[config.mk]
export PLATFORM = sky130hd
export DESIGN_NAME = isp_sensor_flat
export DESIGN_NICKNAME = d
export VERILOG_FILES = /design/src/hw/isp_pkg.sv /design/src/hw/isp_link_if.sv /design/src/hw/isp_sensor.sv /design/src/flat_wrapper.sv
export SDC_FILE = /design/constraint.sdc
export NUM_CORES = 2
export LEC_CHECK = 0
export ABC_AREA = 1
export BUFFER_PORTS_ARGS = -buffer_cell sky130_fd_sc_hd__buf_2
export CAP_MARGIN = 20
export CORE_MARGIN = 2
export CORE_UTILIZATION = 43
export DETAILED_ROUTE_END_ITERATION = 7
export PLACE_DENSITY_LB_ADDON = 0.3
export SETUP_SLACK_MARGIN = 0.2
export SLEW_MARGIN = 20
export SYNTH_ARGS = -nofsm -noshare
export SYNTH_HDL_FRONTEND = slang
export SYNTH_SLANG_ARGS = --single-unit
[constraint.sdc]
create_clock -name sys_clk -period 54.5 [get_ports sys_clk]
set_input_delay 10.9 -clock sys_clk [delete_from_list [all_inputs] [get_ports sys_clk]]
set_output_delay 10.9 -clock sys_clk [all_outputs]
set_load 0.1 [all_outputs]
[src/hw/isp_pkg.sv]
/*
  isp_pkg: constants shared by the sensor-side and master-side ends of the
  inertial sensor register port. Assumes a 200 MHz system clock on both ends.
*/
package isp_pkg;
  // ----------------------------------------------------------------
  // frame and address layout
  // ----------------------------------------------------------------
  localparam int          FRAME_BITS     = 16;
  localparam int          RW_BIT         = 15;
  localparam int          ADDR_HI        = 14;
  localparam int          ADDR_LO        = 8;
  localparam int          BYTE_ADDRS     = 128;
  localparam int          WORD_ADDRS     = 64;
  localparam logic [15:0] CMD_BURST      = 16'h3E00;
  // ----------------------------------------------------------------
  // word indexes (byte address / 2)
  // ----------------------------------------------------------------
  localparam logic [5:0]  IDX_FLASH_WRITE_COUNTER  = 6'h00;
  localparam logic [5:0]  IDX_SUPPLY     = 6'h01;
  localparam logic [5:0]  IDX_ACCEL_X    = 6'h05;
  localparam logic [5:0]  IDX_AUX_ADC    = 6'h0B;
  localparam logic [5:0]  IDX_RW_FIRST   = 6'h0D;
  localparam logic [5:0]  IDX_RW_LAST    = 6'h1D;
  localparam logic [5:0]  IDX_SLEEP_CNT  = 6'h1D;
  localparam logic [5:0]  IDX_SAMPLE_PRD = 6'h1B;
  localparam logic [5:0]  IDX_GLOBAL_COMMAND_REGISTER   = 6'h1F;
  localparam int          BACKUP_BIT     = 3;
  // ----------------------------------------------------------------
  // reset values
  // ----------------------------------------------------------------
  localparam logic [15:0] RST_MISC_CTRL  = 16'h0006;
  localparam logic [15:0] RST_SAMPLE_PRD = 16'h0001;
  localparam logic [15:0] RST_SENS_AVG   = 16'h0402;
  localparam logic [5:0]  IDX_MISC_CTRL  = 6'h1A;
  localparam logic [5:0]  IDX_SENS_AVG   = 6'h1C;
  localparam logic [7:0]  LOW_POWER_PRD  = 8'h0A;
  // ----------------------------------------------------------------
  // timing
  // ----------------------------------------------------------------
  localparam real         SYS_CLK_MHZ    = 200.0;
  localparam real         SAMPLE_SPS     = 819.2;
  localparam int          SAMPLE_CYC     = int'(SYS_CLK_MHZ * 1.0e6 / SAMPLE_SPS);
  localparam real         BACKUP_MS      = 50.0;
  localparam int          BACKUP_CYC     = int'(BACKUP_MS * 1.0e3 * SYS_CLK_MHZ);
  localparam int          READY_CYC      = 8;
  localparam real         STALL_NORM_US  = 9.0;
  localparam real         STALL_LP_US    = 75.0;
  localparam int          STALL_NORM_CYC = int'(STALL_NORM_US * SYS_CLK_MHZ) + 1;
  localparam int          STALL_LP_CYC   = int'(STALL_LP_US * SYS_CLK_MHZ) + 1;
  localparam int          SCLK_HALF_NORM = 50;   // 2 MHz
  localparam int          SCLK_HALF_BST  = 100;  // 1 MHz
  localparam int          SCLK_HALF_LP   = 334;  // under 300 kHz
endpackage

[src/hw/isp_link_if.sv]
/*
  isp_link_if: the five-wire serial link between master and sensor.
  Assumes the master drives clock and select; no tri-state on this link.
*/
`timescale 1ns/1ps
interface isp_link_if;
  logic sclk;     // serial clock, idles high
  logic cs_n;     // chip select, active low
  logic mosi;     // master to sensor data
  logic miso;     // sensor to master data
  logic drdy;     // data-ready pulse from sensor

  modport sensor (input sclk, input cs_n, input mosi, output miso, output drdy);
  modport master (output sclk, output cs_n, output mosi, input miso, input drdy);
endinterface

[src/hw/isp_sensor.sv]
/*
  isp_sensor: sensor end of the register port. Samples run on their own,
  output words come in from the user side, config bytes are written by frames.
  Assumes the link pins are asynchronous to sys_clk and slow versus it.
*/
// Behaviour
// - drive output bit on falling serial clock
// - sample input bit on rising serial clock
// - sample continuously at 819.2 SPS unprompted
// - load outputs then pulse data ready
// - mode 3: idle high, rising capture
// - sixteen-bit MSB-first frames, master drives clock
// - master limits serial clock rate per mode
// - each word has two byte addresses
// - read: address frame, then data frame
// - command 0x0A00 returns accel X output
// - full duplex: next command during read data
// - write frame stores low byte at frame end
// - frame 0xA11F stores 0x1F at 0x21
// - global command bit 3 starts flash backup
// - flash backup lasts 50 ms
// - flash counter increments per backup
// - read-only registers ignore writes
// - 0x3E00 bursts supply through aux outputs
// - master keeps stall gap between frames
// - low power when sample period >= 0x0A
`timescale 1ns/1ps
module isp_sensor
  import isp_pkg::*;
#(
  parameter int SAMPLE_CYCLES = SAMPLE_CYC,  // cycles per sample
  parameter int BACKUP_CYCLES = BACKUP_CYC   // flash backup duration
) (
  input  wire logic        sys_clk,          // 200 MHz clock
  input  wire logic        reset,            // async reset, high
  isp_link_if.sensor       link,             // serial link
  input  wire logic [15:0] meas_word [12],   // sample values, idx 1..11 used
  output logic             sample_strobe,    // one pulse per sample load
  output logic [7:0]       sample_period,    // current period setting
  output logic             low_power,        // low-power mode flag
  output logic             backup_busy,      // flash backup in progress
  output logic [15:0]      flash_count       // flash write counter
);
  // ----------------------------------------------------------------
  // pin synchronisers
  // ----------------------------------------------------------------
  logic [2:0] sclk_s_r, cs_s_r, mosi_s_r;
  logic [2:0] sclk_s_nxt, cs_s_nxt, mosi_s_nxt;
  logic       sclk_q_r, cs_q_r, sclk_q_nxt, cs_q_nxt;
  always_comb begin
    sclk_s_nxt = {sclk_s_r[1:0], link.sclk};
    cs_s_nxt   = {cs_s_r[1:0], link.cs_n};
    mosi_s_nxt = {mosi_s_r[1:0], link.mosi};
    sclk_q_nxt = (sclk_s_r[1] == sclk_s_r[2]) ? sclk_s_r[2] : sclk_q_r;
    cs_q_nxt   = (cs_s_r[1] == cs_s_r[2]) ? cs_s_r[2] : cs_q_r;
  end
  always_ff @(posedge sys_clk or posedge reset) begin
    if (reset) begin
      sclk_s_r <= 3'h7;
      cs_s_r   <= 3'h7;
      mosi_s_r <= 3'h0;
      sclk_q_r <= 1'b1;
      cs_q_r   <= 1'b1;
    end else begin
      sclk_s_r <= sclk_s_nxt;
      cs_s_r   <= cs_s_nxt;
      mosi_s_r <= mosi_s_nxt;
      sclk_q_r <= sclk_q_nxt;
      cs_q_r   <= cs_q_nxt;
    end
  end
  wire sclk_new  = (sclk_s_r[1] == sclk_s_r[2]) ? sclk_s_r[2] : sclk_q_r;
  wire cs_new    = (cs_s_r[1] == cs_s_r[2]) ? cs_s_r[2] : cs_q_r;
  wire sclk_rise = !sclk_q_r && sclk_new && !cs_q_r;
  wire sclk_fall = sclk_q_r && !sclk_new && !cs_q_r;
  // ----------------------------------------------------------------
  // register storage
  // ----------------------------------------------------------------
  logic [15:0] regs_r [WORD_ADDRS];
  logic [15:0] regs_nxt [WORD_ADDRS];
  function automatic logic writable(input logic [5:0] idx);
    writable = (idx >= IDX_RW_FIRST && idx <= IDX_RW_LAST) || idx == IDX_GLOBAL_COMMAND_REGISTER;
  endfunction
  // ----------------------------------------------------------------
  // shift engine, sampling and backup
  // ----------------------------------------------------------------
  logic [15:0] rx_r, rx_nxt, tx_r, tx_nxt;
  logic [4:0]  bit_r, bit_nxt;
  logic        miso_r, miso_nxt;
  logic        burst_r, burst_nxt;
  logic [5:0]  bidx_r, bidx_nxt;
  logic [31:0] samp_cnt_r, samp_cnt_nxt, bk_cnt_r, bk_cnt_nxt;
  logic [3:0]  rdy_cnt_r, rdy_cnt_nxt;
  logic        bk_r, bk_nxt, strobe_r, strobe_nxt;
  logic [15:0] frame;
  logic [5:0]  fidx;
  always_comb begin
    regs_nxt     = regs_r;
    rx_nxt       = rx_r;
    tx_nxt       = tx_r;
    bit_nxt      = bit_r;
    miso_nxt     = miso_r;
    burst_nxt    = burst_r;
    bidx_nxt     = bidx_r;
    samp_cnt_nxt = samp_cnt_r + 32'h1;
    bk_cnt_nxt   = bk_cnt_r;
    bk_nxt       = bk_r;
    rdy_cnt_nxt  = (rdy_cnt_r != 4'h0) ? rdy_cnt_r - 4'h1 : 4'h0;
    strobe_nxt   = 1'b0;
    frame        = {rx_r[14:0], mosi_s_r[2]};
    fidx         = frame[ADDR_HI:ADDR_LO+1];
    if (samp_cnt_r >= 32'(SAMPLE_CYCLES - 1)) begin
      samp_cnt_nxt = 32'h0;
      for (int i = 1; i <= 11; i++) regs_nxt[i] = meas_word[i];
      strobe_nxt  = 1'b1;
      rdy_cnt_nxt = 4'(READY_CYC);
    end
    if (bk_r) begin
      if (bk_cnt_r >= 32'(BACKUP_CYCLES - 1)) begin
        bk_nxt = 1'b0;
        regs_nxt[IDX_FLASH_WRITE_COUNTER] = regs_r[IDX_FLASH_WRITE_COUNTER] + 16'h1;
      end else begin
        bk_cnt_nxt = bk_cnt_r + 32'h1;
      end
    end
    if (cs_q_r) begin
      bit_nxt = 5'h0;
    end
    if (sclk_fall && bit_r == 5'h0 && burst_r && bidx_r <= IDX_AUX_ADC) begin
      tx_nxt = regs_r[bidx_r];
      bidx_nxt = bidx_r + 6'h1;
    end
    if (sclk_fall) begin
      miso_nxt = tx_r[15];
      tx_nxt   = {tx_r[14:0], 1'b0};
      if (bit_r == 5'h0 && burst_r && bidx_r <= IDX_AUX_ADC) begin
        miso_nxt = regs_r[bidx_r][15];
        tx_nxt   = {regs_r[bidx_r][14:0], 1'b0};
      end
    end
    if (sclk_rise) begin
      rx_nxt  = frame;
      bit_nxt = bit_r + 5'h1;
      if (bit_r == 5'(FRAME_BITS - 1)) begin
        bit_nxt = 5'h0;
        if (burst_r && bidx_r <= IDX_AUX_ADC) begin
          bit_nxt = 5'h0;
        end else if (frame == CMD_BURST) begin
          burst_nxt = 1'b1;
          bidx_nxt  = IDX_SUPPLY;
        end else if (frame[RW_BIT]) begin
          burst_nxt = 1'b0;
          if (writable(fidx)) begin
            if (frame[ADDR_LO]) regs_nxt[fidx][15:8] = frame[7:0];
            else regs_nxt[fidx][7:0] = frame[7:0];
          end
          if (fidx == IDX_GLOBAL_COMMAND_REGISTER && !frame[ADDR_LO] && frame[BACKUP_BIT] && !bk_r) begin
            bk_nxt     = 1'b1;
            bk_cnt_nxt = 32'h0;
          end
          regs_nxt[IDX_GLOBAL_COMMAND_REGISTER] = 16'h0;
        end else begin
          burst_nxt = 1'b0;
          tx_nxt    = regs_r[fidx];
        end
        if (burst_r && bidx_r > IDX_AUX_ADC) burst_nxt = 1'b0;
      end
    end
    // select rises between burst words too; only a cut frame ends the burst
    if (cs_new && !cs_q_r && bit_r != 5'h0) burst_nxt = 1'b0;
  end
  always_ff @(posedge sys_clk or posedge reset) begin
    if (reset) begin
      for (int i = 0; i < WORD_ADDRS; i++) regs_r[i] <= 16'h0;
      regs_r[IDX_MISC_CTRL]  <= RST_MISC_CTRL;
      regs_r[IDX_SAMPLE_PRD] <= RST_SAMPLE_PRD;
      regs_r[IDX_SENS_AVG]   <= RST_SENS_AVG;
      rx_r       <= 16'h0;
      tx_r       <= 16'h0;
      bit_r      <= 5'h0;
      miso_r     <= 1'b0;
      burst_r    <= 1'b0;
      bidx_r     <= 6'h0;
      samp_cnt_r <= 32'h0;
      bk_cnt_r   <= 32'h0;
      bk_r       <= 1'b0;
      rdy_cnt_r  <= 4'h0;
      strobe_r   <= 1'b0;
    end else begin
      regs_r     <= regs_nxt;
      rx_r       <= rx_nxt;
      tx_r       <= tx_nxt;
      bit_r      <= bit_nxt;
      miso_r     <= miso_nxt;
      burst_r    <= burst_nxt;
      bidx_r     <= bidx_nxt;
      samp_cnt_r <= samp_cnt_nxt;
      bk_cnt_r   <= bk_cnt_nxt;
      bk_r       <= bk_nxt;
      rdy_cnt_r  <= rdy_cnt_nxt;
      strobe_r   <= strobe_nxt;
    end
  end
  // ----------------------------------------------------------------
  // outputs
  // ----------------------------------------------------------------
  assign link.miso     = miso_r;
  assign link.drdy     = (rdy_cnt_r != 4'h0);
  assign sample_strobe = strobe_r;
  assign sample_period = regs_r[IDX_SAMPLE_PRD][7:0];
  assign low_power     = (regs_r[IDX_SAMPLE_PRD][7:0] >= LOW_POWER_PRD);
  assign backup_busy   = bk_r;
  assign flash_count   = regs_r[IDX_FLASH_WRITE_COUNTER];
endmodule

[src/flat_wrapper.sv]
// flat-port wrapper written by rule: the top's interface ports become plain ports
module isp_sensor_flat import isp_pkg::*;
#(
  parameter int SAMPLE_CYCLES = SAMPLE_CYC,                      
  parameter int BACKUP_CYCLES = BACKUP_CYC                           
)
  (sys_clk, reset, meas_word, sample_strobe, sample_period, low_power, backup_busy, flash_count, link_sclk, link_cs_n, link_mosi, link_miso, link_drdy);
  isp_link_if link_i ();
  input  wire logic sys_clk;
  input  wire logic reset;
  input  wire logic [15:0] meas_word[12];
  output logic sample_strobe;
  output logic [7:0] sample_period;
  output logic low_power;
  output logic backup_busy;
  output logic [15:0] flash_count;
  input wire logic [$bits(link_i.sclk)-1:0] link_sclk;
  input wire logic [$bits(link_i.cs_n)-1:0] link_cs_n;
  input wire logic [$bits(link_i.mosi)-1:0] link_mosi;
  output wire logic [$bits(link_i.miso)-1:0] link_miso;
  output wire logic [$bits(link_i.drdy)-1:0] link_drdy;
  assign link_i.sclk = link_sclk;
  assign link_i.cs_n = link_cs_n;
  assign link_i.mosi = link_mosi;
  assign link_miso = link_i.miso;
  assign link_drdy = link_i.drdy;
  isp_sensor #(.SAMPLE_CYCLES(SAMPLE_CYCLES), .BACKUP_CYCLES(BACKUP_CYCLES)) u_core (.sys_clk(sys_clk), .reset(reset), .link(link_i), .meas_word(meas_word), .sample_strobe(sample_strobe), .sample_period(sample_period), .low_power(low_power), .backup_busy(backup_busy), .flash_count(flash_count));
endmodule
==> metrics <==
Final Setup Violations 0; Crit Path Class in -> async; Die Width 365 um; EDFF count, synth 0; most common cell in the synthesized netlist nand2_1; Critical Path AT 14.31 ns; vias in the first global route 46739; top cell type's share of synthesized area 49.9%; Worst path top cell family by delay buffers and inverters; share of layout cells above drive strength 1 8.42%; Tmin final 13.57 ns; post-detail-place hpwl 120000 um; Hold Buf Count CTS 0; Multi-input gate area 21200 sq um; register area 28400 sq um; Hold Vio Cnt, Final 0; clock tree buffer depth 3; PD cells 30.0 nW/um^2; library cells used by synthesis 44; Worst Setup End Kind async pin; Filler cells 12760; peak supply drop 0.0000272 V; Mapped Area 56100 sq um; Clock Tree Root clkbuf_16; crit-path cells buf_2 -> inv_8 -> buf_12 -> buf_4 -> buf_4; Critical Path Source Type primary input; Post-Route Setup TNS 0 ns; Overflow after GRT 0; setup slack, reg-to-reg 49.72 ns; Final #Nets 7313; post-route ant nets 0; Top FF cell, synth dfrtp_1; post-CTS setup buffers 0; Max Freq 0.0737 GHz; RSZ-0062 raised after global routing false; I/O pins 226; WL/cell 22.0 um; H-tree levels 3; WP data required 55.23 ns; Tot GR Track Use 29.4%; largest net degree at the start of global routing 176; drt first-iter violations 6433; Slowest-stage cell, CP buf_4; row count 132; worst hold stages 0; CTS tree yes; flops & latches, synth 1133; Stages on worst setup path 5; violated checks design-rule violations; Placer Congestion 0.963; top post-synthesis cells by count 2509 x nand2_1, 1120 x dfrtp_1, 827 x clkbuf_1; Synth area leader dfrtp_1; synth top area cells dfrtp_1 50%, nand2_1 17%, o21ai_0 5.7%; initial antenna violation count 3; Post-synth ARST share 100%; die area 133000 sq um; max-slew violations 0; cells on worst reg2reg path 8; via count 49207; cts repair resizes 0; Power Total 1820 uW; PortBufs 209; CP Buf/Inv Count 5; DRC viols 2; final wirelength 197000 um; drt via density 5.50; YS warnings 0; total core area 129000 sq um; Slew headroom 20.9%; Syn Area/Cell 7.33 sq um; status finished with violations; Area growth, synth to finish 8.00%; Die H 365 um; sequential share of the synthesized area 50.6%; starting density of the core 43.3%; Max-Cap Viols 0; CP max FO 150; CTS buffer count 116; CP most frequent cell buf_4; later-pin clock latency in the skew report 0.77 ns; post-synthesis cell count 7652; final worst path period share 24.9%; Clk pin slew, worst setup/hold paths 0.06 ns; worst stage delay on the critical path 0.86 ns; Hold Crit Class reg -> reg; Pre-antenna DRT Iters 8; Slew @ Worst Pin 1.19 ns; Clock Skews 0.0413 ns; CTS Sinks 1133; LEAKAGE 0.0296 uW; first-pass GRT wire length 295000 um
[cell usage in the layout, fill, tap and decap left out, types with 5 or more instances in the layout]
| master | synthesis | routed |
|---|---|---|
| buf_2 | 57 | 209 |
| nor2_2 | 18 | 20 |
| clkinvlp_4 | 0 | 9 |
| conb_1 | 1 | 14 |
| nor2_1 | 534 | 524 |
| inv_6 | 0 | 7 |
| dfstp_2 | 13 | 13 |
| clkinv_1 | 7 | 6 |
| buf_4 | 38 | 91 |
| bufinv_16 | 0 | 19 |
| clkbuf_16 | 0 | 119 |
| o21ai_1 | 95 | 95 |
| inv_2 | 11 | 7 |
| o211ai_1 | 37 | 37 |
| nand3_1 | 433 | 431 |
| o22ai_1 | 70 | 70 |
| nand2_1 | 2509 | 2504 |
| a21oi_1 | 163 | 163 |
| xor2_1 | 20 | 20 |
| a22oi_1 | 17 | 17 |
| nand3b_1 | 20 | 20 |
| nor2_4 | 19 | 27 |
| nor3_1 | 31 | 31 |
| o221ai_1 | 7 | 7 |
| nand2_2 | 3 | 5 |
| nor3b_1 | 5 | 5 |
| clkinv_2 | 0 | 33 |
| dfrtp_1 | 1120 | 1111 |
| nand4_1 | 132 | 132 |
| a31oi_1 | 5 | 5 |
| o21ai_0 | 638 | 638 |
| inv_1 | 728 | 726 |
| ha_1 | 9 | 9 |
| dfrtp_2 | 0 | 5 |
| clkbuf_8 | 0 | 22 |
| clkbuf_1 | 827 | 15 |
[power by group]
group	switching [uW]	internal [uW]	leakage (uW)
Clock	360	520	0.00207
Sequential	5.52	851	0.0153
Combinational	67.5	16.0	0.0122
Total	433	1390	0.0296
[final cells by class]
type	instances	share of cell area, %
sequential	1133	46.8
tap	1742	3.60
inverter	746	4.66
antenna	2	0.00826
multi-input combinational	4806	35.0
timing repair buffer	304	2.99
clock buffer	156	5.51
clock inverter	65	1.42
[through the flow]
| stage | utilization (%) | hold WS, ns | setup slack, ns | std cells | cell area [sq um] |
|---|---|---|---|---|---|
| 4_1_cts | 46.8 | 0.351 | 40.73 | 8952 | 60600 |
| 6_report | 46.8 | 0.347 | 40.93 | 8954 | 60600 |
| 5_1_grt | 46.8 | 0.354 | 40.33 | 8952 | 60600 |
| 3_5_place_dp | 43.6 | 0.336 | 39.94 | 8731 | 56400 |
| 3_3_place_gp | 43.6 | 0.333 | 40.01 | 8730 | 56400 |
| 2_1_floorplan | - | 0.331 | 11.71 | 7665 | 56200 |
[per-layer routing]
layer	track usage, %	vias to the layer above	wire, um
met1	40.8	23293	81300
li1	-	22405	-
met3	7.39	607	22700
met2	43.0	2898	82700
met4	14.0	4	10600
met5	0	-	28
[path summary, 6_finish.rpt]
path,start,end
max,reset,u_core.regs_r[874]
min,u_core.mosi_s_r[0],u_core.mosi_s_r[1]
max reg2reg,u_core.rx_r[9],flop
min reg2reg,u_core.mosi_s_r[0],u_core.mosi_s_r[1]
max in group sys_clk,u_core.rdy_cnt_r[0],link_drdy
min in group asynchronous,reset,u_core.regs_r[906]
[cells by family (layout without fill, tap and decap cells)]
family / after synthesis / in the layout / share of synthesized area, %
xor gates and xnor gates: 23 / 23 / 0.359
buffers and inverters: 1726 / 1271 / 12.0
other: 1 / 16 / 0.00668
adders and majority gates: 10 / 10 / 0.219
AOI/OAI and AO/OA: 1047 / 1047 / 9.88
DFF: 1133 / 1133 / 50.6
and+or+nand+nor: 3712 / 3712 / 27.0
(Power assumes the default switching activity.)
